==> src/pkg/svwdr_pkg.sv <==
// Package with timing constants and state encodings for the supervisory watchdog reset block.
`default_nettype none
package svwdr_pkg;
  // Clock rate in kHz and period in ps.
  localparam int CLOCK_KHZ = 200000;
  localparam int CLOCK_PS = 5000;
  // Manual reset glitch rejection time in ns (shorter low pulses are ignored).
  localparam int MR_GLITCH_NS = 100;
  localparam int MR_GLITCH_CYCLES = (MR_GLITCH_NS * 1000 + CLOCK_PS - 1) / CLOCK_PS;
  // Shortest kick pulse that must be seen, in ns.
  localparam int KICK_MIN_NS = 50;
  localparam int KICK_MIN_CYCLES = (KICK_MIN_NS * 1000) / CLOCK_PS;
  // Supply dip rejection time in ns.
  localparam int DIP_REJECT_NS = 4000;
  localparam int DIP_REJECT_CYCLES = (DIP_REJECT_NS * 1000 + CLOCK_PS - 1) / CLOCK_PS;
  // Active pull-up one-shot in ns.
  localparam int PULLUP_SHOT_NS = 2000;
  localparam int PULLUP_SHOT_CYCLES = (PULLUP_SHOT_NS * 1000) / CLOCK_PS;
  // Default watchdog period 1.6 s and reset hold 140 ms, in microseconds.
  localparam longint WATCHDOG_PERIOD_US = 1600000;
  localparam longint RESET_HOLD_US = 140000;
  localparam longint WATCHDOG_PERIOD_CYCLES = (WATCHDOG_PERIOD_US * CLOCK_KHZ) / 1000;
  localparam longint RESET_HOLD_CYCLES = (RESET_HOLD_US * CLOCK_KHZ + 999) / 1000;
  // Width of the long timers.
  localparam int TIMER_W = 32;
  // Output stage selection.
  localparam logic [1:0] STAGE_PP_LOW = 2'h0;
  localparam logic [1:0] STAGE_PP_HIGH = 2'h1;
  localparam logic [1:0] STAGE_OPEN_DRAIN = 2'h2;
  localparam logic [1:0] STAGE_BIDIR = 2'h3;
  // Reset sequencer states.
  typedef enum logic [1:0] {
    SVWDR_ASSERT = 2'b00,
    SVWDR_HOLD = 2'b01,
    SVWDR_RUN = 2'b10
  } svwdr_state_t;
endpackage : svwdr_pkg
`default_nettype wire

==> src/svwdr_filter.sv <==
// Three-stage pin synchroniser with a minimum-duration level filter.
`timescale 1ns/1ps
`default_nettype none
module svwdr_filter #(
  parameter int CYCLES = 1,
  parameter logic RESET_LEVEL = 1'b1
) (
  input wire logic i_clock,
  input wire logic i_reset_n,
  input wire logic i_pin,
  output logic o_level,
  output logic o_change
);
  logic [2:0] sync;
  logic [15:0] count;

  // Three flops; only the last two are compared.
  always_ff @(posedge i_clock or negedge i_reset_n) begin
    if (!i_reset_n) begin
      sync <= {3{RESET_LEVEL}};
    end else begin
      sync <= {sync[1:0], i_pin};
    end
  end

  // A new level is accepted only after it has stood for CYCLES agreeing samples.
  always_ff @(posedge i_clock or negedge i_reset_n) begin
    if (!i_reset_n) begin
      o_level <= RESET_LEVEL;
      o_change <= 1'b0;
      count <= 16'h0000;
    end else begin
      o_change <= 1'b0;
      if (sync[2] != sync[1] || sync[2] == o_level) begin
        count <= 16'h0000;
      end else if (count >= 16'(CYCLES - 1)) begin
        o_level <= sync[2];
        o_change <= 1'b1;
        count <= 16'h0000;
      end else begin
        count <= count + 16'h0001;
      end
    end
  end
endmodule : svwdr_filter
`default_nettype wire

==> src/svwdr_top.sv <==
// Supervisory reset block: manual reset, watchdog, supply monitor and reset output stage.
//
// Overview of operation
// RULE1: Reset is asserted while the manual reset input is held low.
// RULE2: After manual reset rises, reset stays asserted for the full hold period.
// RULE3: Manual reset lows shorter than about 100 ns are ignored.
// RULE4: If the kick input does not change within the watchdog period, reset is asserted.
// RULE5: Any kick edge of 50 ns or longer clears the watchdog timer, as does any reset; the code needs the new kick level for 11 samples, about 55 ns.
// RULE6: The watchdog timer stays cleared during reset and counts only after release.
// RULE7: A floating kick input is serviced internally every seven eighths of the watchdog period.
// RULE8: The host disables the watchdog by leaving the kick input undriven.
// RULE9: The bidirectional active pull-up works for every reset source, including external pull-down.
// RULE10: The bidirectional line is driven back high quickly after release.
// RULE11: The passive pull-up is disconnected while the block itself asserts reset.
// RULE12: The open-drain stage drives low during reset and is undriven otherwise.
// RULE13: Supply dips shorter than about 4 us do not cause a reset.
// RULE14: Host software should set and clear the kick at separate program points.
// RULE15: Reset is held for the hold period after supply recovery or watchdog expiry, then the watchdog restarts at zero.
// RULE16: The active pull-up turns on above the trigger level until the line is high or a 2 us one-shot expires.
// RULE17: Watchdog and hold periods are counters on the internal clock with per-option terminal counts.
//
`timescale 1ns/1ps
`default_nettype none
module svwdr_top import svwdr_pkg::*; #(
  parameter logic [TIMER_W-1:0] WATCHDOG_CYCLES = TIMER_W'(WATCHDOG_PERIOD_CYCLES),
  parameter logic [TIMER_W-1:0] HOLD_CYCLES = TIMER_W'(RESET_HOLD_CYCLES),
  parameter logic [1:0] OUTPUT_STAGE = STAGE_PP_LOW
) (
  input wire logic i_clock,
  input wire logic i_reset_n,
  input wire logic i_manual_reset_n,
  input wire logic i_watchdog_kick,
  input wire logic i_kick_floating,
  input wire logic i_supply_low,
  input wire logic i_line_above_trigger,
  input wire logic i_line_high,
  output logic o_reset,
  output logic o_reset_n,
  output logic o_reset_line_out,
  output logic o_reset_line_oe,
  output logic o_passive_pullup_en,
  output logic o_active_pullup_en,
  output logic o_supervisor_reset
);
  ////////////////////////////////////////////////////////////////////////////
  // Input conditioning.
  logic mr_level;
  logic kick_level;
  logic kick_change;
  logic float_level;
  logic supply_low_level;
  logic line_above;
  logic line_high;
  logic line_above_prev;

  // Short manual reset lows are swallowed by the filter. [RULE3]
  svwdr_filter #(.CYCLES(MR_GLITCH_CYCLES), .RESET_LEVEL(1'b1)) u_mr (
    .i_clock(i_clock), .i_reset_n(i_reset_n), .i_pin(i_manual_reset_n),
    .o_level(mr_level), .o_change());
  // Kick pulses of at least the minimum width plus one cycle produce one change per edge. [RULE5]
  svwdr_filter #(.CYCLES(KICK_MIN_CYCLES), .RESET_LEVEL(1'b0)) u_kick (
    .i_clock(i_clock), .i_reset_n(i_reset_n), .i_pin(i_watchdog_kick),
    .o_level(kick_level), .o_change(kick_change));
  // The float detector is a slow status, so simple synchronisation suffices.
  svwdr_filter #(.CYCLES(1), .RESET_LEVEL(1'b0)) u_float (
    .i_clock(i_clock), .i_reset_n(i_reset_n), .i_pin(i_kick_floating),
    .o_level(float_level), .o_change());
  // Supply dips shorter than the reject time never reach the sequencer. [RULE13]
  svwdr_filter #(.CYCLES(DIP_REJECT_CYCLES), .RESET_LEVEL(1'b1)) u_supply (
    .i_clock(i_clock), .i_reset_n(i_reset_n), .i_pin(i_supply_low),
    .o_level(supply_low_level), .o_change());
  svwdr_filter #(.CYCLES(1), .RESET_LEVEL(1'b1)) u_above (
    .i_clock(i_clock), .i_reset_n(i_reset_n), .i_pin(i_line_above_trigger),
    .o_level(line_above), .o_change());
  svwdr_filter #(.CYCLES(1), .RESET_LEVEL(1'b1)) u_high (
    .i_clock(i_clock), .i_reset_n(i_reset_n), .i_pin(i_line_high),
    .o_level(line_high), .o_change());

  ////////////////////////////////////////////////////////////////////////////
  // Reset sequencer.
  svwdr_state_t state;
  logic [TIMER_W-1:0] hold_count;
  logic [TIMER_W-1:0] wd_count;
  logic [TIMER_W-1:0] service_count;
  logic wd_expired;
  logic force_reset;

  assign force_reset = !mr_level || supply_low_level || wd_expired; // [RULE1] [RULE4]
  assign wd_expired = (state == SVWDR_RUN) && (wd_count >= WATCHDOG_CYCLES - TIMER_W'(1)); // [RULE4]

  // Any source re-enters assert; hold is counted only once all sources are gone.
  always_ff @(posedge i_clock or negedge i_reset_n) begin
    if (!i_reset_n) begin
      state <= SVWDR_ASSERT;
      hold_count <= '0;
    end else begin
      unique case (state)
        SVWDR_ASSERT: begin
          hold_count <= '0;
          if (!force_reset) begin
            state <= SVWDR_HOLD; // [RULE1]
          end
        end
        SVWDR_HOLD: begin
          if (force_reset) begin
            state <= SVWDR_ASSERT;
            hold_count <= '0;
          end else if (hold_count >= HOLD_CYCLES - TIMER_W'(1)) begin
            state <= SVWDR_RUN; // [RULE2] [RULE15] [RULE17]
          end else begin
            hold_count <= hold_count + TIMER_W'(1);
          end
        end
        SVWDR_RUN: begin
          if (force_reset) begin
            state <= SVWDR_ASSERT;
          end
        end
        default: begin
          state <= SVWDR_ASSERT;
        end
      endcase
    end
  end

  ////////////////////////////////////////////////////////////////////////////
  // Watchdog timer.
  logic service_pulse;
  assign service_pulse = float_level && (service_count >= ((WATCHDOG_CYCLES >> 3) * TIMER_W'(7)) - TIMER_W'(1));

  // Internal servicing at seven eighths of the period when the kick floats. [RULE7] [RULE8]
  always_ff @(posedge i_clock or negedge i_reset_n) begin
    if (!i_reset_n) begin
      service_count <= '0;
    end else if (state != SVWDR_RUN || !float_level || service_pulse) begin
      service_count <= '0;
    end else begin
      service_count <= service_count + TIMER_W'(1);
    end
  end

  // Cleared during reset and on any kick edge; restarts from zero on release. [RULE5] [RULE6] [RULE15]
  always_ff @(posedge i_clock or negedge i_reset_n) begin
    if (!i_reset_n) begin
      wd_count <= '0;
    end else if (state != SVWDR_RUN || kick_change || service_pulse) begin
      wd_count <= '0;
    end else begin
      wd_count <= wd_count + TIMER_W'(1); // [RULE17]
    end
  end

  ////////////////////////////////////////////////////////////////////////////
  // Output stage.
  logic asserting;
  logic [TIMER_W-1:0] shot_count;
  logic armed;
  assign asserting = (state != SVWDR_RUN);

  // Push-pull outputs follow the sequencer; open-drain and bidirectional only pull low.
  always_ff @(posedge i_clock or negedge i_reset_n) begin
    if (!i_reset_n) begin
      o_reset <= 1'b1;
      o_reset_n <= 1'b0;
      o_supervisor_reset <= 1'b1;
      o_reset_line_out <= 1'b0;
      o_reset_line_oe <= 1'b1;
      o_passive_pullup_en <= 1'b0;
    end else begin
      o_reset <= asserting;
      o_reset_n <= !asserting;
      o_supervisor_reset <= asserting;
      o_reset_line_out <= 1'b0; // [RULE12]
      o_reset_line_oe <= asserting && (OUTPUT_STAGE == STAGE_OPEN_DRAIN || OUTPUT_STAGE == STAGE_BIDIR); // [RULE12]
      o_passive_pullup_en <= (OUTPUT_STAGE == STAGE_BIDIR) && !asserting; // [RULE11]
    end
  end

  // Arms on any low line, whoever pulled it, and fires the pull-up on rise. [RULE9] [RULE10] [RULE16]
  always_ff @(posedge i_clock or negedge i_reset_n) begin
    if (!i_reset_n) begin
      line_above_prev <= 1'b1;
      armed <= 1'b0;
      shot_count <= '0;
      o_active_pullup_en <= 1'b0;
    end else begin
      line_above_prev <= line_above;
      if (OUTPUT_STAGE != STAGE_BIDIR) begin
        armed <= 1'b0;
        o_active_pullup_en <= 1'b0;
      end else if (!line_above) begin
        armed <= 1'b1; // [RULE9]
        o_active_pullup_en <= 1'b0;
      end else if (armed && !line_above_prev && !asserting) begin
        armed <= 1'b0;
        shot_count <= '0;
        o_active_pullup_en <= !line_high; // [RULE16]
      end else if (o_active_pullup_en) begin
        shot_count <= shot_count + TIMER_W'(1);
        if (line_high || asserting || shot_count >= TIMER_W'(PULLUP_SHOT_CYCLES - 1)) begin
          o_active_pullup_en <= 1'b0; // [RULE10] [RULE16]
        end
      end
    end
  end
endmodule : svwdr_top
`default_nettype wire

==> config.mk <==
export PLATFORM = sky130hd
export DESIGN_NAME = svwdr_top
export DESIGN_NICKNAME = d
export VERILOG_FILES = /design/src/pkg/svwdr_pkg.sv /design/src/svwdr_filter.sv /design/src/svwdr_top.sv
export SDC_FILE = /design/constraint.sdc
export NUM_CORES = 1
export LEC_CHECK = 0
export BUFFER_PORTS_ARGS = -buffer_cell sky130_fd_sc_hd__buf_2
export CAP_MARGIN = 15
export CELL_PAD_IN_SITES_DETAIL_PLACEMENT = 1
export CELL_PAD_IN_SITES_GLOBAL_PLACEMENT = 1
export CORE_ASPECT_RATIO = 0.9
export CORE_MARGIN = 8
export CORE_UTILIZATION = 25
export CTS_BUF_LIST = sky130_fd_sc_hd__clkbuf_4 sky130_fd_sc_hd__clkbuf_8
export DETAILED_ROUTE_END_ITERATION = 16
export PLACE_DENSITY = 0.54
export SLEW_MARGIN = 20
export SYNTH_ARGS = -nofsm -noshare
export SYNTH_HDL_FRONTEND = slang
export SYNTH_SLANG_ARGS = --single-unit
export TNS_END_PERCENT = 1
==> constraint.sdc <==
create_clock -name i_clock -period 6.94 [get_ports i_clock]
set_input_delay 0.694 -clock i_clock [delete_from_list [all_inputs] [get_ports i_clock]]
set_output_delay 0.694 -clock i_clock [all_outputs]
set_load 0.03 [all_outputs]
# Word-level counts from Yosys, hierarchy flattened
# Index checks and enable logic that the tools add are counted.
[word_totals]
regBits = 182
in_bits = 8
output_inout_bits = 7
elab_cells = 96
[classes]
add_sub_neg = 7
n_lt_le_gt_ge = 7
eq_ne = 15
muxes = 20
bitwise = 4
n_reduce_logical = 23
[op_table]
columns = ["operator", "n"]
rows = [
  ["$mux W16", 8],
  ["$mux W32", 4],
  ["$add A32 B1 Y32 const B", 3],
  ["$add A16 B1 Y16 const B", 4],
  ["$ge A32 B29 Y1 const B", 2],
  ["$pmux W32 S2", 1],
  ["$ge A32 B25 Y1 const B", 1],
  ["$ge A16 B1 Y1 const B", 1],
  ["$ge A16 B10 Y1 const B", 1],
  ["$ge A16 B4 Y1 const B", 1],
  ["$ge A16 B5 Y1 const B", 1],
  ["$logic_or A1 B1 Y1", 10],
  ["$reduce_and A2 Y1", 5],
  ["$mux W2", 4],
  ["$ne A2 B2 Y1 const B", 3],
  ["$ne A3 B3 Y1 const B", 2],
  ["$pmux W2 S3", 1],
  ["$eq A1 B1 Y1", 4],
  ["$ne A1 B1 Y1", 4],
  ["$not A1 Y1", 4],
  ["$logic_not A1 Y1", 3],
  ["$reduce_and A3 Y1", 1],
  ["$eq A2 B1 Y1 const B", 1],
  ["$eq A2 B2 Y1 const B", 1],
  ["other kinds (4)", 6],
]

# Logic depth before layout (Yosys ltp)
[logic_depth]
word_depth = 5
ltp_mapped = 9
mapped_depth_nobuf = 7

# Cells and area by module
# A second synthesis with hierarchy kept.
[hier_totals]
cells_unflattened = 692
hier_area_um2 = 7407.1
[modules_own_cells]
columns = ["module", "n_inst", "cells_each", "area_each_um2", "seq_area_each_um2"]
rows = [
  ["svwdr_top", 1, 518, 4994.8, 2529.9],
  ["svwdr_filter (u_supply)", 1, 68, 809.5, 530.5],
  ["svwdr_filter (u_kick)", 1, 48, 730.7, 525.5],
  ["svwdr_filter (u_mr)", 1, 49, 719.4, 530.5],
  ["svwdr_filter (u_float)", 1, 9, 152.6, 125.1],
]

# Worst setup path before layout
# No wires, ideal clock.
[synth_path]
path_type = "register to register"
startpoint = "register hold_count[0]"
endpoint = "register hold_count[20]"
setup_ps = 78
arrival_ps = 2180
t_required_ps = 6862
slack_ps = 4682
path_stages_with_launch = 9
n_path_buf = 1
synth_period_minus_slack_ps = 2258
cell_sequence = "dfrtp_1 > ha_1 > and4_4 > a2111oi_4 > nor4_1 > a211o_1 > buf_6 > or4_1 > a21oi_1"
[synth_via]
elab_chain_len = 4
elab_cells_between_ends = 7
classes_between = "1 x add/sub; 1 x order compare; 1 x eq/ne; 3 x mux; 1 x reduce/logical"
[synth_lines]
columns = ["element", "line", "source"]
rows = [
  ["start, declared", "svwdr_top.sv:82", "logic [TIMER_W-1:0] hold_count;"],
  ["start signal, assigned", "svwdr_top.sv:111", "hold_count <= hold_count + TIMER_W'(1);"],
  ["$add A32 B1 Y32", "svwdr_top.sv:111", ""],
  ["$mux W32", "svwdr_top.sv:108", "end else if (hold_count >= HOLD_CYCLES - TIMER_W'(1)) begin"],
  ["$mux W32", "svwdr_top.sv:105", "if (force_reset) begin"],
  ["$pmux W32 S2", "svwdr_top.sv:97", "unique case (state)"],
]
# Parallel ways exist; a longest one is shown, timed or not. The select of a mux whose other input is x is not followed.
# A chain may end at the register's enable or synchronous reset.

# Final worst setup path
[layout_path]
startpoint = "register u_mr.o_level"
endpoint = "register hold_count[20]"
[layout_via]
elab_chain_len = 5
elab_cells_between_ends = 7
classes_between = "1 x eq/ne; 2 x mux; 4 x reduce/logical"
[layout_lines]
columns = ["element", "line", "source"]
rows = [
  ["start, declared", "svwdr_filter.sv:11", "output logic o_level,"],
  ["start signal, assigned", "svwdr_filter.sv:37", "o_level <= sync[2];"],
  ["$logic_not A1 Y1 (*)", "svwdr_top.sv:88", "assign force_reset = !mr_level || supply_low_level || wd_expired;"],
  ["$logic_or A1 B1 Y1 (*) (2 in series)", "svwdr_top.sv:88", ""],
  ["$mux W32 or $ne A3 B3 Y1 (tied branches)", "-", ""],
  ["$pmux W32 S2 or $reduce_and A2 Y1 (tied branches)", "-", ""],
]
# Mark *: on every way between the ends. The rest lies on a longest branch, timed or not.

==> metrics list <==
- Pre-Repair DR Iteration Count: 6
- Wire length of the first global-routing pass: 25.29 mm
- On the final layout, the worst clock skew is 0.02408 ns.
- Dividing the synthesized area by the synthesized cell count gives 10.51 um^2.
- Weighted congestion reported at the end of routability-driven placement: 0.7050
- Maximum clock path buffer count: 2
- Root cell of the clock tree: sky130_fd_sc_hd__clkbuf_8
- Final max-slew violation count: 0
- Clock slew at the register clock pins of the worst setup and hold paths: 0.10 ns
- For this block, the initial DRC count from the detailed router was 227.
- Static timing analysis puts the maximum clock frequency at 0.3316 GHz.
* Min-delay worst type: in -> async
- Origin of the critical flop-to-flop path: u_mr.o_level$_DFFE_PN1P_
* Via density per instance: 4.433
* Boundary Pins: 15
- # port buffers: 9
- Of the post-synthesis cell area, the dominant cell type holds 0.5438.
- Number of placed instances, taps included: 1,072
- Critical Path AT: 3.32 ns
* Grt ovf: 0
- Among all flip-flop cells after synthesis, the most frequent one is sky130_fd_sc_hd__dfrtp_1.
- The number of antenna violations at the first check in global routing came to 0.
- Setup Viol. Count Final: 0
* Die W: 194.6 um
- RSZ-0062 raised after global routing: false
* Number of buffers created by CTS: 17
- Counting cells, the worst reg-to-reg path comes to 6.
* Total GRT Usage: 0.08832
* Vias in the first global route: 5,080
- Instance count of the mapped netlist: 683
* Fin nets: 741
- Final total power: 0.001745 W
- Clock latency on the worst-skew pair, taken at its later pin, is 0.46 ns.
* Total wire length after detailed routing: 14.15 mm
- Count of flip-flops with a built-in enable after synthesis: 0
* Count of max-cap constraint violations: 0
- The worst setup path is launched from a register.
- Number of H-tree branching levels: 4
- Detailed-route wire length per cell: 12.82 um
* Critical R2R Capture: hold_count[20]$_DFFE_PN0P_
- Number of register bits inferred by synthesis: 166
* Sequential share of the synthesized area: 0.5804
- Syn. warnings: 0
- Mapped Area: 7178 um^2
- Power Dens Cells: 214.7 nW/um^2
* Count of fill cells added during filler insertion: 3,217
* Crit path capture type: register
* TritonCTS clock tree: built
* VDD IR-drop max: 109.6 uV
- Measured against its own limit, the worst slew margin works out to 0.4311.
- Yosys attributes the largest share of cell area to sky130_fd_sc_hd__dfrtp_1 54%, sky130_fd_sc_hd__nor2_1 5.9%, sky130_fd_sc_hd__xor2_1 4.6%.
- In this run the static leakage power is 3.391 nW.
* Final Critical Period: 3.016 ns
* Post-synth top cells: 156 x sky130_fd_sc_hd__dfrtp_1, 113 x sky130_fd_sc_hd__nor2_1, 46 x sky130_fd_sc_hd__nand2_1
* Quantity of gates resized following cts: 0
- For this block, the via count after detailed routing is 4,894.
- The HPWL after detailed placement is 9.494 mm.
- Of the available clock period, the critical path in the final layout requires 0.4346.
* Post-cts hold buffer count: 0
- Setup TNS after final layout: 0 ns
- Among all cell types in the netlist, the one instantiated most often is sky130_fd_sc_hd__dfrtp_1.
- The placed instances occupy a cell area of 7721 um^2.
* Synth area leader: sky130_fd_sc_hd__dfrtp_1
- Entering global routing, the biggest net connects 67 pins.
- Antenna violation net count after detailed routing: 0
* Hold Violations, Final: 0
* Count of cell types in the netlist: 51
* Path type of the worst setup path: reg -> reg
- Async set or reset register ratio after synthesis: 1.000
- The core region is 28,570 um^2.
- Share of layout cells above drive strength 1: 0.08537
- Y dimension of the die: 176.8 um
- For this run, design rule violations remaining after detail routing come to 0.
* Inserted Diodes: 0
- Effective utilization at floorplan: 0.2513
* Internal reg-to-reg setup slack: 3.92 ns
* Clk sink count: 166
- At the worst endpoint, the required time is 7.24 ns.
* Signed area change from the synthesized netlist to the final layout: 13.26%
* Area enclosed by the die boundary: 34,400 um^2
- The flow ran to the end, and the final reports show no timing, DRC or antenna violations.
- Count of placed standard cells in the final layout, fillers left out: 1,104
- Critical path peak fanout: 28
- Number of rows in the core area: 59
* Post-layout instance area: 8130 um^2
- In this run the post-CTS setup repair buffer count came out at 0.
* Transition time at the pin with the least slew margin: 0.8534 ns
-- cell families (layout without fill, tap and decap cells) --
family / Yosys count / count (layout) / share of synthesized area
buffers and inverters: 36 / 56 / 0.02423
other: 1 / 36 / 0.0005224
muxes: 1 / 1 / 0.001569
AOI/OAI and AO/OA: 79 / 79 / 0.07147
and+or+nand+nor: 323 / 323 / 0.2235
xor gates and xnor gates: 68 / 68 / 0.08297
DFF: 166 / 166 / 0.5804
adders and majority gates: 9 / 9 / 0.01534
-- state kept, by name (all words and copies together), names as in the netlist, 2 cells and up --
name            flops
hold_count         32
service_count      32
state               2
u_float.sync        3
u_kick.count       16
u_kick.sync         3
u_mr.count         16
u_mr.sync           3
u_supply.count     16
u_supply.sync       3
wd_count           32
-- metal layers --
layer  vias to the layer above  track usage  part of all wire
met3                         9      0.02129             0.022
li1                       2420            -                 -
met1                      2437       0.1170              0.52
met4                         0      0.02862             0.011
met5                         -            0                 0
met2                        28       0.1407              0.45
-- final cells by class --
class,instances,area (um^2),area share
Clock buffer,17,234.0,0.02878
Clock inverter,15,175.2,0.02155
Inverter,11,41.29,0.005078
Multi-Input combinational cell,516,2974,0.3658
Sequential cell,166,4167,0.5125
Tap cell,366,457.9,0.05632
Timing Repair Buffer,13,81.33,0.01000
-- worst max path at each step --
stage,cells past startpoint,end,startpoint,slack [ns]
detailed placement,6,hold_count[17]$_DFFE_PN0P_,u_mr.o_level$_DFFE_PN1P_,3.84
finish,6,hold_count[20]$_DFFE_PN0P_,u_mr.o_level$_DFFE_PN1P_,3.92
floorplan,8,hold_count[20]$_DFFE_PN0P_,hold_count[0]$_DFFE_PN0P_,4.68
global route,6,hold_count[21]$_DFFE_PN0P_,u_mr.o_level$_DFFE_PN1P_,3.46
global placement,6,hold_count[20]$_DFFE_PN0P_,u_mr.o_level$_DFFE_PN1P_,3.95
CTS,6,hold_count[17]$_DFFE_PN0P_,u_mr.o_level$_DFFE_PN1P_,3.83
-- power by group --
group | switching, W | internal [W]
sequential | 0.0000113 | 0.000990
combinational | 0.0000378 | 0.0000129
clock | 0.000417 | 0.000277
total | 0.000466 | 0.00128
-- metrics by stage --
stage,hold WS (ns),util,setup WS [ns]
after floorplan,0.3312,-,4.682
final,0.2226,0.2846,3.924
after detailed placement,0.3416,0.2703,3.841
after global placement,0.3338,0.2701,3.952
after global routing,0.2468,0.2846,3.464
after CTS,0.2169,0.2846,3.828
-- critical path, stage by stage, from the launching register on --
cell and delay [ns]:
sky130_fd_sc_hd__dfstp_2 0.59, sky130_fd_sc_hd__nor3b_1 0.44, sky130_fd_sc_hd__nand2_1 0.51, sky130_fd_sc_hd__nor4_1 0.33, sky130_fd_sc_hd__a211o_1 0.72, sky130_fd_sc_hd__or4_1 0.21, sky130_fd_sc_hd__a21oi_1 0.06
-- placed cells by master, fill, tap and decap left out, drive strengths merged, types with 2 or more instances in the layout --
cell type / count
dfrtp: 156
nor2: 113
nand2: 46
nand3: 45
xor2: 38
conb: 36
o21ai: 33
xnor2: 30
and3: 26
inv: 20
nand4: 19
clkbuf: 17
nor3: 14
buf: 13
nor4: 11
nor2b: 10
dfstp: 10
a31oi: 9
a21oi: 9
o31ai: 9
and4: 9
ha: 8
or3: 7
clkinv: 6
nor3b: 5
or4: 4
nand2b: 4
nand4b: 3
and2: 3
a211o: 3
o31a: 2
a21o: 2
o211ai: 2
or2: 2
o41ai: 2
Power figures use the tool's default switching activity.
